--- config.mk ---
export PLATFORM = sky130hd
export DESIGN_NAME = crsl_top
export DESIGN_NICKNAME = d
export VERILOG_FILES = /design/src/core/crsl_pkg.sv /design/src/core/crsl_top.sv
export SDC_FILE = /design/constraint.sdc
export NUM_CORES = 1
export LEC_CHECK = 0
export BUFFER_PORTS_ARGS = -buffer_cell sky130_fd_sc_hd__buf_2
export CORE_MARGIN = 1.5
export CORE_UTILIZATION = 50
export DETAILED_ROUTE_END_ITERATION = 16
export PLACE_DENSITY = 0.79
export SETUP_SLACK_MARGIN = 0.1
export SYNTH_ARGS = -nofsm -noshare
export SYNTH_HDL_FRONTEND = slang
export SYNTH_SLANG_ARGS = --single-unit
export TNS_END_PERCENT = 30
--- constraint.sdc ---
create_clock -name REF_CLK -period 2.5 [get_ports REF_CLK]
set_input_delay 0.25 -clock REF_CLK [delete_from_list [all_inputs] [get_ports REF_CLK]]
set_output_delay 0.25 -clock REF_CLK [all_outputs]
set_load 0.01 [all_outputs]
--- src/core/crsl_pkg.sv ---
/*
  Shared constants and carrier types for the card response and status
  logic: command codes, status words, register map and field layouts.
  Assumes the includer compiles this package before any module using it.
*/
package crsl_pkg;
  // ----------------------------------------------------------------
  // Command header codes
  // ----------------------------------------------------------------
  localparam logic [7:0] CLA_CARD = 8'hA0;
  localparam logic [7:0] INS_GET_RESP = 8'hC0;
  localparam logic [7:0] INS_TERM_PROF = 8'h10;
  localparam logic [7:0] INS_ENVELOPE = 8'hC2;
  localparam logic [7:0] INS_FETCH = 8'h12;
  localparam logic [7:0] INS_TERM_RESP = 8'h14;
  localparam logic [7:0] INS_AUTH = 8'h88;
  localparam logic [7:0] INS_SEEK = 8'hA2;
  localparam logic [7:0] INS_SELECT = 8'hA4;
  localparam logic [7:0] INS_INCREASE = 8'h32;
  localparam logic [3:0] SEEK_TYPE2 = 4'h1;
  localparam logic [7:0] ENV_ACK_MAX = 8'h10;
  localparam logic [7:0] ZERO_BYTE = 8'h00;
  // ----------------------------------------------------------------
  // Status word bytes
  // ----------------------------------------------------------------
  localparam logic [7:0] SW1_OK = 8'h90;
  localparam logic [7:0] SW1_PROACT = 8'h91;
  localparam logic [7:0] SW1_MEM = 8'h92;
  localparam logic [7:0] SW1_BUSY = 8'h93;
  localparam logic [7:0] SW1_REF = 8'h94;
  localparam logic [7:0] SW1_SEC = 8'h98;
  localparam logic [7:0] SW1_RESP = 8'h9F;
  localparam logic [7:0] SW1_BAD_P3 = 8'h67;
  localparam logic [7:0] SW1_BAD_P12 = 8'h6B;
  localparam logic [7:0] SW1_BAD_INS = 8'h6D;
  localparam logic [7:0] SW1_BAD_CLA = 8'h6E;
  localparam logic [7:0] SW1_TECH = 8'h6F;
  localparam logic [7:0] SW2_MEMFAIL = 8'h40;
  localparam logic [7:0] SW2_NO_EF = 8'h00;
  localparam logic [7:0] SW2_RANGE = 8'h02;
  localparam logic [7:0] SW2_NOT_FOUND = 8'h04;
  localparam logic [7:0] SW2_INCONS = 8'h08;
  localparam logic [7:0] SW2_NO_PIN = 8'h02;
  localparam logic [7:0] SW2_DENIED = 8'h04;
  localparam logic [7:0] SW2_PIN_CONF = 8'h08;
  localparam logic [7:0] SW2_INV_CONF = 8'h10;
  localparam logic [7:0] SW2_BLOCKED = 8'h40;
  localparam logic [7:0] SW2_MAX_VAL = 8'h50;
  // ----------------------------------------------------------------
  // Outcome codes that firmware posts for the executed command
  // ----------------------------------------------------------------
  localparam logic [3:0] OC_OK = 4'h0;
  localparam logic [3:0] OC_RETRY = 4'h1;
  localparam logic [3:0] OC_MEMFAIL = 4'h2;
  localparam logic [3:0] OC_NO_EF = 4'h3;
  localparam logic [3:0] OC_RANGE = 4'h4;
  localparam logic [3:0] OC_NOT_FOUND = 4'h5;
  localparam logic [3:0] OC_INCONS = 4'h6;
  localparam logic [3:0] OC_NO_PIN = 4'h7;
  localparam logic [3:0] OC_DENIED = 4'h8;
  localparam logic [3:0] OC_PIN_CONF = 4'h9;
  localparam logic [3:0] OC_INV_CONF = 4'hA;
  localparam logic [3:0] OC_BLOCKED = 4'hB;
  localparam logic [3:0] OC_MAX_VAL = 4'hC;
  // ----------------------------------------------------------------
  // File descriptor codes and access classes
  // ----------------------------------------------------------------
  localparam logic [7:0] FS_TRANSP = 8'h00;
  localparam logic [7:0] FS_LINEAR = 8'h01;
  localparam logic [7:0] FS_CYCLIC = 8'h03;
  localparam logic [7:0] FT_ROOT = 8'h01;
  localparam logic [7:0] FT_DIR = 8'h02;
  localparam logic [7:0] FT_ELEM = 8'h04;
  localparam logic [2:0] ACC_ALWAYS = 3'h0;
  localparam logic [2:0] ACC_PIN1 = 3'h1;
  localparam logic [2:0] ACC_PIN2 = 3'h2;
  localparam logic [2:0] ACC_RSVD = 3'h3;
  localparam logic [2:0] ACC_ADMIN = 3'h4;
  localparam logic [2:0] ACC_NEVER = 3'h5;
  // ----------------------------------------------------------------
  // Register map and reset values
  // ----------------------------------------------------------------
  localparam logic [7:0] OFS_CMD_HDR = 8'h00;
  localparam logic [7:0] OFS_CMD_GO = 8'h04;
  localparam logic [7:0] OFS_OUTCOME = 8'h08;
  localparam logic [7:0] OFS_STATUS = 8'h0C;
  localparam logic [7:0] OFS_FILE_DESC = 8'h10;
  localparam logic [7:0] OFS_DESC_CHK = 8'h14;
  localparam logic [7:0] ROOT_RESP_LEN = 8'h16;
  localparam logic [1:0] RESP_OKAY = 2'h0;
  localparam logic [1:0] RESP_SLVERR = 2'h2;
  // ----------------------------------------------------------------
  // Carrier types
  // ----------------------------------------------------------------
  typedef struct packed {
    logic [7:0] p2;
    logic [7:0] p1;
    logic [7:0] ins;
    logic [7:0] cla;
  } crsl_hdr_t;
  typedef struct packed {
    logic [7:0] pro_len;
    logic [5:0] rsvd;
    logic busy;
    logic pro;
    logic [7:0] resp_len;
    logic [3:0] retry;
    logic [3:0] code;
  } crsl_outcome_t;
  typedef struct packed {
    logic [7:0] pend_len;
    logic [6:0] rsvd;
    logic pend;
    logic [7:0] sw2;
    logic [7:0] sw1;
  } crsl_status_t;
  typedef struct packed {
    logic [7:0] acc_hi;
    logic [7:0] acc_mid;
    logic [7:0] ftype;
    logic [7:0] fstruct;
  } crsl_desc_t;
  typedef enum logic [1:0] {
    ST_IDLE = 2'b01,
    ST_EXEC = 2'b10
  } crsl_state_t;
endpackage

--- src/core/crsl_top.sv ---
/*
  Card command interpreter: decodes command headers written by firmware,
  tracks deferred response data and composes the two status bytes.
  Assumes an AXI4-Lite master on REF_CLK and firmware that posts each
  command's outcome before issuing the go write.
*/
// Design decisions made here: the address map and the AXI4-Lite slave port.
`timescale 1ns/10ps
module crsl_top (
  input wire logic REF_CLK,
  input wire logic NRST,
  input wire logic CE,
  input wire logic [7:0] S_AXI_AWADDR,
  input wire logic S_AXI_AWVALID,
  output logic S_AXI_AWREADY,
  input wire logic [31:0] S_AXI_WDATA,
  input wire logic [3:0] S_AXI_WSTRB,
  input wire logic S_AXI_WVALID,
  output logic S_AXI_WREADY,
  output logic [1:0] S_AXI_BRESP,
  output logic S_AXI_BVALID,
  input wire logic S_AXI_BREADY,
  input wire logic [7:0] S_AXI_ARADDR,
  input wire logic S_AXI_ARVALID,
  output logic S_AXI_ARREADY,
  output logic [31:0] S_AXI_RDATA,
  output logic [1:0] S_AXI_RRESP,
  output logic S_AXI_RVALID,
  input wire logic S_AXI_RREADY,
  output logic CMD_DONE
);
  // ----------------------------------------------------------------
  // Helper functions
  // ----------------------------------------------------------------
  // Byte-lane merge for partial writes
  function automatic logic [31:0] merge_strb(input logic [31:0] old_v,
                                             input logic [31:0] new_v,
                                             input logic [3:0] strb);
    logic [31:0] res;
    res = old_v;
    for (int i = 0; i < 4; i++)
      if (strb[i]) res[i*8 +: 8] = new_v[i*8 +: 8];
    return res;
  endfunction

  // Firmware outcome to status word, byte one in the high half
  function automatic logic [15:0] outcome_sw(input crsl_pkg::crsl_outcome_t o);
    logic [15:0] sw;
    sw = {crsl_pkg::SW1_OK, crsl_pkg::ZERO_BYTE};
    case (o.code)
      crsl_pkg::OC_OK: if (o.pro) sw = {crsl_pkg::SW1_PROACT, o.pro_len};
      crsl_pkg::OC_RETRY: sw = {crsl_pkg::SW1_MEM, 4'h0, o.retry};
      crsl_pkg::OC_MEMFAIL: sw = {crsl_pkg::SW1_MEM, crsl_pkg::SW2_MEMFAIL};
      crsl_pkg::OC_NO_EF: sw = {crsl_pkg::SW1_REF, crsl_pkg::SW2_NO_EF};
      crsl_pkg::OC_RANGE: sw = {crsl_pkg::SW1_REF, crsl_pkg::SW2_RANGE};
      crsl_pkg::OC_NOT_FOUND: sw = {crsl_pkg::SW1_REF, crsl_pkg::SW2_NOT_FOUND};
      crsl_pkg::OC_INCONS: sw = {crsl_pkg::SW1_REF, crsl_pkg::SW2_INCONS};
      crsl_pkg::OC_NO_PIN: sw = {crsl_pkg::SW1_SEC, crsl_pkg::SW2_NO_PIN};
      crsl_pkg::OC_DENIED: sw = {crsl_pkg::SW1_SEC, crsl_pkg::SW2_DENIED};
      crsl_pkg::OC_PIN_CONF: sw = {crsl_pkg::SW1_SEC, crsl_pkg::SW2_PIN_CONF};
      crsl_pkg::OC_INV_CONF: sw = {crsl_pkg::SW1_SEC, crsl_pkg::SW2_INV_CONF};
      crsl_pkg::OC_BLOCKED: sw = {crsl_pkg::SW1_SEC, crsl_pkg::SW2_BLOCKED};
      crsl_pkg::OC_MAX_VAL: sw = {crsl_pkg::SW1_SEC, crsl_pkg::SW2_MAX_VAL};
      default: sw = {crsl_pkg::SW1_TECH, crsl_pkg::ZERO_BYTE};
    endcase
    return sw;
  endfunction

  // Access nibble to class; b4 of the nibble is its most significant bit
  function automatic logic [2:0] acc_class(input logic [3:0] nib);
    logic [2:0] c;
    c = crsl_pkg::ACC_ADMIN;
    case (nib)
      4'h0: c = crsl_pkg::ACC_ALWAYS;
      4'h1: c = crsl_pkg::ACC_PIN1;
      4'h2: c = crsl_pkg::ACC_PIN2;
      4'h3: c = crsl_pkg::ACC_RSVD;
      4'hF: c = crsl_pkg::ACC_NEVER;
      default: c = crsl_pkg::ACC_ADMIN;
    endcase
    return c;
  endfunction

  // ----------------------------------------------------------------
  // Register state
  // ----------------------------------------------------------------
  crsl_pkg::crsl_hdr_t hdr_r; // Command header under execution
  logic [7:0] len_r; // Length byte of the command
  crsl_pkg::crsl_outcome_t outc_r; // Firmware result for this command
  crsl_pkg::crsl_desc_t desc_r; // File descriptor being checked
  logic [15:0] sw_r; // Last status word
  logic pend_r; // Retrievable data held
  logic [7:0] plen_r; // Bytes held for retrieval
  crsl_pkg::crsl_state_t state_r; // Command sequencer
  logic done_r; // One-cycle completion pulse
  logic awready_r;
  logic wready_r;
  logic bvalid_r;
  logic [1:0] bresp_r;
  logic arready_r;
  logic rvalid_r;
  logic [31:0] rdata_r;
  logic [1:0] rresp_r;

  // ----------------------------------------------------------------
  // Bus decode
  // ----------------------------------------------------------------
  // Both write channels are taken together so address and data pair up
  wire wr_take = S_AXI_AWVALID && S_AXI_WVALID && !awready_r && !bvalid_r;
  wire wr_fire = awready_r && wready_r;
  wire [7:0] wa = S_AXI_AWADDR;
  wire wa_hdr = (wa == crsl_pkg::OFS_CMD_HDR);
  wire wa_go = (wa == crsl_pkg::OFS_CMD_GO);
  wire wa_outc = (wa == crsl_pkg::OFS_OUTCOME);
  wire wa_desc = (wa == crsl_pkg::OFS_FILE_DESC);
  wire wa_ro = (wa == crsl_pkg::OFS_STATUS) || (wa == crsl_pkg::OFS_DESC_CHK);
  wire wa_ok = wa_hdr || wa_go || wa_outc || wa_desc || wa_ro;
  // A go write while a command runs is dropped; status stays coherent
  wire go_fire = wr_fire && wa_go && S_AXI_WSTRB[0] && (state_r == crsl_pkg::ST_IDLE);
  wire rd_take = S_AXI_ARVALID && !arready_r && !rvalid_r;

  // ----------------------------------------------------------------
  // Descriptor check and status view
  // ----------------------------------------------------------------
  wire fs_ok = (desc_r.fstruct == crsl_pkg::FS_TRANSP) ||
               (desc_r.fstruct == crsl_pkg::FS_LINEAR) ||
               (desc_r.fstruct == crsl_pkg::FS_CYCLIC);
  wire ft_ok = (desc_r.ftype == crsl_pkg::FT_ROOT) ||
               (desc_r.ftype == crsl_pkg::FT_DIR) ||
               (desc_r.ftype == crsl_pkg::FT_ELEM);
  // Two legality bits, four 3-bit access classes, spare bits zero
  wire [31:0] chk_word = {18'h00000, acc_class(desc_r[31:28]), acc_class(desc_r[27:24]),
                          acc_class(desc_r[23:20]), acc_class(desc_r[19:16]),
                          ft_ok, fs_ok};
  // Byte one of the status word sits in the low lane, spare bits zero
  wire crsl_pkg::crsl_status_t stat_view = {plen_r, 7'h00, pend_r,
                                            sw_r[7:0], sw_r[15:8]};

  // ----------------------------------------------------------------
  // Command evaluation
  // ----------------------------------------------------------------
  wire cla_ok = (hdr_r.cla == crsl_pkg::CLA_CARD);
  wire p12_zero = (hdr_r.p1 == crsl_pkg::ZERO_BYTE) && (hdr_r.p2 == crsl_pkg::ZERO_BYTE);
  wire is_seek2 = (hdr_r.ins == crsl_pkg::INS_SEEK) &&
                  (hdr_r.p2[7:4] == crsl_pkg::SEEK_TYPE2);
  wire is_elig = (hdr_r.ins == crsl_pkg::INS_AUTH) || is_seek2 ||
                 (hdr_r.ins == crsl_pkg::INS_SELECT) ||
                 (hdr_r.ins == crsl_pkg::INS_INCREASE);
  wire is_toolkit = (hdr_r.ins == crsl_pkg::INS_TERM_PROF) ||
                    (hdr_r.ins == crsl_pkg::INS_ENVELOPE) ||
                    (hdr_r.ins == crsl_pkg::INS_FETCH) ||
                    (hdr_r.ins == crsl_pkg::INS_TERM_RESP);
  wire is_known = is_elig || is_toolkit || (hdr_r.ins == crsl_pkg::INS_GET_RESP) ||
                  (hdr_r.ins == crsl_pkg::INS_SEEK) || (hdr_r.ins == 8'hF2) ||
                  (hdr_r.ins == 8'hB0) || (hdr_r.ins == 8'hD6) ||
                  (hdr_r.ins == 8'hB2) || (hdr_r.ins == 8'hDC) ||
                  (hdr_r.ins == 8'h20) || (hdr_r.ins == 8'h24) ||
                  (hdr_r.ins == 8'h26) || (hdr_r.ins == 8'h28) ||
                  (hdr_r.ins == 8'h2C) || (hdr_r.ins == 8'h04) ||
                  (hdr_r.ins == 8'h44) || (hdr_r.ins == 8'hFA);
  wire [15:0] base_sw = outcome_sw(outc_r);
  wire has_data = (outc_r.code == crsl_pkg::OC_OK) && (outc_r.resp_len != 8'h00);

  logic [15:0] sw_nxt;
  logic pend_nxt;
  logic [7:0] plen_nxt;
  always_comb
  begin
    // Any command drops held data unless it leaves fresh data or is a get response asking more than is held
    sw_nxt = base_sw;
    pend_nxt = 1'b0;
    plen_nxt = 8'h00;
    if (!cla_ok)
      sw_nxt = {crsl_pkg::SW1_BAD_CLA, crsl_pkg::ZERO_BYTE};
    else if (!is_known)
      sw_nxt = {crsl_pkg::SW1_BAD_INS, crsl_pkg::ZERO_BYTE};
    else if (hdr_r.ins == crsl_pkg::INS_GET_RESP)
    begin
      // Only valid after reset or straight after a command that left data
      if (!p12_zero)
        sw_nxt = {crsl_pkg::SW1_BAD_P12, crsl_pkg::ZERO_BYTE};
      else if (!pend_r)
        sw_nxt = {crsl_pkg::SW1_TECH, crsl_pkg::ZERO_BYTE};
      else if (len_r > plen_r)
      begin
        // Wrong length: tell the correct one, data stays retrievable
        sw_nxt = {crsl_pkg::SW1_BAD_P3, plen_r};
        pend_nxt = 1'b1;
        plen_nxt = plen_r;
      end
      else
      begin
        sw_nxt = outc_r.pro ? {crsl_pkg::SW1_PROACT, outc_r.pro_len} :
                              {crsl_pkg::SW1_OK, crsl_pkg::ZERO_BYTE};
      end
    end
    else if (is_toolkit)
    begin
      if (!p12_zero)
        sw_nxt = {crsl_pkg::SW1_BAD_P12, crsl_pkg::ZERO_BYTE};
      else if (outc_r.busy)
        sw_nxt = {crsl_pkg::SW1_BUSY, crsl_pkg::ZERO_BYTE};
      else if ((hdr_r.ins == crsl_pkg::INS_ENVELOPE) && has_data)
      begin
        // Acknowledgement above the limit is a firmware fault
        if (outc_r.resp_len > crsl_pkg::ENV_ACK_MAX)
          sw_nxt = {crsl_pkg::SW1_TECH, crsl_pkg::ZERO_BYTE};
        else
        begin
          sw_nxt = {crsl_pkg::SW1_RESP, outc_r.resp_len};
          pend_nxt = 1'b1;
          plen_nxt = outc_r.resp_len;
        end
      end
    end
    else if (is_elig && has_data)
    begin
      // Data waits for retrieval; length announced in byte two
      sw_nxt = {crsl_pkg::SW1_RESP, outc_r.resp_len};
      pend_nxt = 1'b1;
      plen_nxt = outc_r.resp_len;
    end
  end

  // ----------------------------------------------------------------
  // Sequencer and command state
  // ----------------------------------------------------------------
  // Evaluation takes one cycle after the go write
  always_ff @(posedge REF_CLK or negedge NRST)
  begin
    if (!NRST)
    begin
      state_r <= crsl_pkg::ST_IDLE;
      done_r <= 1'b0;
      sw_r <= {crsl_pkg::SW1_OK, crsl_pkg::ZERO_BYTE};
      pend_r <= 1'b1;
      plen_r <= crsl_pkg::ROOT_RESP_LEN;
    end
    else if (CE)
    begin
      done_r <= 1'b0;
      case (state_r)
        crsl_pkg::ST_IDLE:
        begin
          if (go_fire) state_r <= crsl_pkg::ST_EXEC;
        end
        crsl_pkg::ST_EXEC:
        begin
          sw_r <= sw_nxt;
          pend_r <= pend_nxt;
          plen_r <= plen_nxt;
          done_r <= 1'b1;
          state_r <= crsl_pkg::ST_IDLE;
        end
        default: state_r <= crsl_pkg::ST_IDLE;
      endcase
    end
  end

  // Software-written registers
  always_ff @(posedge REF_CLK or negedge NRST)
  begin
    if (!NRST)
    begin
      hdr_r <= '0;
      len_r <= 8'h00;
      outc_r <= '0;
      desc_r <= '0;
    end
    else if (CE && wr_fire)
    begin
      if (wa_hdr) hdr_r <= merge_strb(hdr_r, S_AXI_WDATA, S_AXI_WSTRB);
      if (go_fire) len_r <= S_AXI_WDATA[7:0];
      if (wa_outc)
      begin
        // Reserved field forced to zero so it reads back clean
        outc_r <= merge_strb(outc_r, S_AXI_WDATA, S_AXI_WSTRB) & 32'hFF03FFFF;
      end
      if (wa_desc) desc_r <= merge_strb(desc_r, S_AXI_WDATA, S_AXI_WSTRB);
    end
  end

  // ----------------------------------------------------------------
  // AXI4-Lite write channel
  // ----------------------------------------------------------------
  always_ff @(posedge REF_CLK or negedge NRST)
  begin
    if (!NRST)
    begin
      awready_r <= 1'b0;
      wready_r <= 1'b0;
      bvalid_r <= 1'b0;
      bresp_r <= crsl_pkg::RESP_OKAY;
    end
    else if (CE)
    begin
      awready_r <= wr_take;
      wready_r <= wr_take;
      if (wr_fire)
      begin
        bvalid_r <= 1'b1;
        bresp_r <= wa_ok ? crsl_pkg::RESP_OKAY : crsl_pkg::RESP_SLVERR;
      end
      else if (S_AXI_BREADY) bvalid_r <= 1'b0;
    end
  end

  // ----------------------------------------------------------------
  // AXI4-Lite read channel
  // ----------------------------------------------------------------
  logic [31:0] rd_mux;
  logic rd_ok;
  always_comb
  begin
    rd_ok = 1'b1;
    case (S_AXI_ARADDR)
      crsl_pkg::OFS_CMD_HDR: rd_mux = hdr_r;
      crsl_pkg::OFS_CMD_GO: rd_mux = {24'h000000, len_r};
      crsl_pkg::OFS_OUTCOME: rd_mux = outc_r;
      crsl_pkg::OFS_STATUS: rd_mux = stat_view;
      crsl_pkg::OFS_FILE_DESC: rd_mux = desc_r;
      crsl_pkg::OFS_DESC_CHK: rd_mux = chk_word;
      default:
      begin
        rd_mux = 32'h00000000;
        rd_ok = 1'b0;
      end
    endcase
  end

  // Address taken one cycle after valid, data the cycle after that
  always_ff @(posedge REF_CLK or negedge NRST)
  begin
    if (!NRST)
    begin
      arready_r <= 1'b0;
      rvalid_r <= 1'b0;
      rdata_r <= 32'h00000000;
      rresp_r <= crsl_pkg::RESP_OKAY;
    end
    else if (CE)
    begin
      arready_r <= rd_take;
      if (arready_r)
      begin
        rvalid_r <= 1'b1;
        rdata_r <= rd_mux;
        rresp_r <= rd_ok ? crsl_pkg::RESP_OKAY : crsl_pkg::RESP_SLVERR;
      end
      else if (S_AXI_RREADY) rvalid_r <= 1'b0;
    end
  end

  assign S_AXI_AWREADY = awready_r;
  assign S_AXI_WREADY = wready_r;
  assign S_AXI_BVALID = bvalid_r;
  assign S_AXI_BRESP = bresp_r;
  assign S_AXI_ARREADY = arready_r;
  assign S_AXI_RVALID = rvalid_r;
  assign S_AXI_RDATA = rdata_r;
  assign S_AXI_RRESP = rresp_r;
  assign CMD_DONE = done_r;
endmodule // crsl_top

==> results.toml <==
[outcome]
status = "finished, final reports clean"

[finish]
layout_common_cells = "dfrtp_1, mux2_2, buf_2"
fin_util_pct = 62.5
mostFrequentLayoutCell = "dfrtp_1"
multi_input_area_sq_mm = 0.00432
drive_above_1_share_pct = 36.6
nFillCells = 1354
regArea_sq_mm = 0.00406
insertedDiodeCount = 0
synthToLayoutAreaGrowth_pct = 22.1
nets = 1018
design_area_sq_mm = 0.0104

[hold_path]
hold_class = "in -> reg"

[worst_setup_path]
reg2reg_slack_ps = 160
timing.rr.start = "hdr_r[16]"
arrival_ps = 2660
path_max_fanout = 5
cp-start-kind = "flop"
cp-endpoint = "sw_r[8]"
worstSetupStartpoint = "hdr_r[16]"
worstSetupEndpointType = "flop"
r2r_end = "sw_r[8]"
critPathKind = "reg -> reg"
worstPathRequired_ps = 2820
r2r_cells = 9

[drt]
avgViaCountPerCell = 6.31
avgRoutedWirePerCell_microns = 22.4
drtIter0Drc = 876
first_pass_iters = 7
drc = 0
ant_nets = 0
vias = 7462
drt_wl_total_microns = 26500

[timing]
fin_tns_setup_ps = 0
worst_pin_slew_ps = 675
relSlewSlack_pct = 55.0
fin_hold_ws_ps = 62.4
hold_viol = 0
fin_skew_ps = 10.4
period_needed_ps = 2340
slew_violations = 0
maxClockFrequency_ghz = 0.427
rsz0062_at_grt = "true"
fin_crit_sh_pct = 93.7
finalSetupViolCount = 0

[place]
io_buffer_count = 99
hpwlAfterDp_microns = 19400
dpl_cell_area_sq_mm = 0.00960
gp_congestion = 0.958

[global_routing]
antenna_found_initial = 0
grt_max_degree = 70
grt_pass1_wl_microns = 41300
gr-total-overflow = 0
first_global_vias = 7295
grtUsageTotal_pct = 30.5

[cts]
cts.sinks = 162
clockBufferDepth = 2
cts_tree = "yes"
clkTransAtPathRegs_ps = 70
cts-root-buf = "clkbuf_16"
clk_latency_ps = 430
cts_buffers = 17
cts.htree.levels = 4

[yosys]
ys_seq_area_share_pct = 47.7
netlist_instances = 811
yosysWarnings = 0
syn_avg_cell_area_sq_um = 10.5
ys_seq_elements = 162
synth_edf_count = 0
synthArstFlopShare_pct = 100
yosys.cell_types.count = 73
synthFlopType = "dfrtp_1"
syn-cell-area_sq_mm = 0.00852

[power_and_ir_drop]
powerDensity_mw_per_mm2 = 545
leakagePower_nw = 4.87
ir_drop_mv = 0.509

[flow_run]
max_cap_violations = 0

[floorplanning]
core_area_sq_mm = 0.0166
die_w_microns = 134
io_pins = 102
row_count = 47
start_util_pct = 51.2
die-area_sq_mm = 0.0178
die_h_microns = 134
repair_timing:
| item | 4_1_cts | 5_1_grt |
|---|---|---|
| setup endpoints to repair | 6 | 22 |
| buffers inserted | 2 | 6 |
| endpoints found under the hold margin | 66 | 0 |
| gates resized for setup | 2 | 32 |
| hold buffers | 1 | 0 |
| cloned | 0 | 1 |
| pin swaps | 1 | 10 |
cell usage after synthesis (8+ instances only):
master    count  share of area, %
dfrtp_1     156                46
mux2_2      103                14
nand2_1      80               3.5
o21ai_0      61               3.6
nor2_1       48               2.1
clkbuf_1     37               1.6
a21oi_1      32               1.9
a22oi_1      26               2.3
nand3_1      26               1.5
inv_1        20              0.88
a22o_1       17               1.7
mux2i_1      16               1.9
a32oi_1      12               1.2
nor3_1        9              0.53
a32o_1        8              0.94
ha_1          8               1.2
nor4_1        8              0.59
cell type report:
| cell class | count | area share (%) |
|---|---|---|
| Multi-Input combinational cell | 579 | 41.5 |
| Sequential cell | 162 | 39.1 |
| Timing Repair Buffer | 170 | 10.7 |
| Clock buffer | 19 | 4.16 |
| Tap cell | 220 | 2.65 |
| Clock inverter | 13 | 1.21 |
| Inverter | 20 | 0.722 |
state kept, by name, summed over array words and instances (netlist names), 2 cells and up:
register	count
S_AXI_RDATA	32
desc_r	32
hdr_r	32
len_r	8
outc_r	26
plen_r	8
state_r	2
sw_r	14
cell families after synthesis:
family / synth area share (%)
flip-flops: 47.7
buffers and inverters: 3.41
multiplexers: 15.5
adder cells (fa/ha/maj): 1.17
XOR/XNOR: 0.206
AND/OR/NAND/NOR: 13.4
AO/OA/AOI/OAI: 18.6
other: 0.0440
metal layers:
| layer | global-route usage [%] | up-vias | part of all wire (%) |
|---|---|---|---|
| li1 | - | 3318 | - |
| met1 | 41.0 | 3679 | 42 |
| met2 | 47.8 | 390 | 46 |
| met3 | 7.95 | 75 | 8.6 |
| met4 | 10.9 | 0 | 3.5 |
| met5 | 0 | - | 0 |
power by group:
part | leakage (nW) | internal (mW) | switching, mW
sequential | 2.22 | 2.67 | 0.0370
combinational | 2.39 | 0.164 | 0.275
clock | 0.267 | 1.39 | 1.13
total | 4.87 | 4.23 | 1.45
per-stage QoR:
step,power (mW),setup WS [ps],cells
finish,5.67,157,1183
global route,5.85,72.0,1183
global placement,3.16,94.6,1141
detailed placement,3.17,-17.4,1141
floorplan,2.93,162,812
CTS,5.67,114,1176
worst min path at each step:
| stage | from | slack, ps | cells past startpoint | end |
|---|---|---|---|---|
| global placement | NRST | 310 | 1 | S_AXI_RDATA[6] |
| floorplan | NRST | -50 | 0 | CMD_DONE |
| detailed placement | NRST | 310 | 1 | S_AXI_RDATA[6] |
| global route | S_AXI_WDATA[18] | 60 | 2 | hdr_r[18] |
| finish | S_AXI_WDATA[22] | 60 | 2 | desc_r[22] |
| CTS | S_AXI_WDATA[18] | 60 | 2 | desc_r[18] |
critical path, cell delays in order (launching register included):
cell	delay, ps
dfrtp_1	400
nor4_1	340
nand3_1	120
buf_4	180
nor3b_4	350
o221ai_4	200
buf_4	190
nor2_1	90
o211ai_1	130
a22o_1	220
Power figures use the tool's default switching activity.
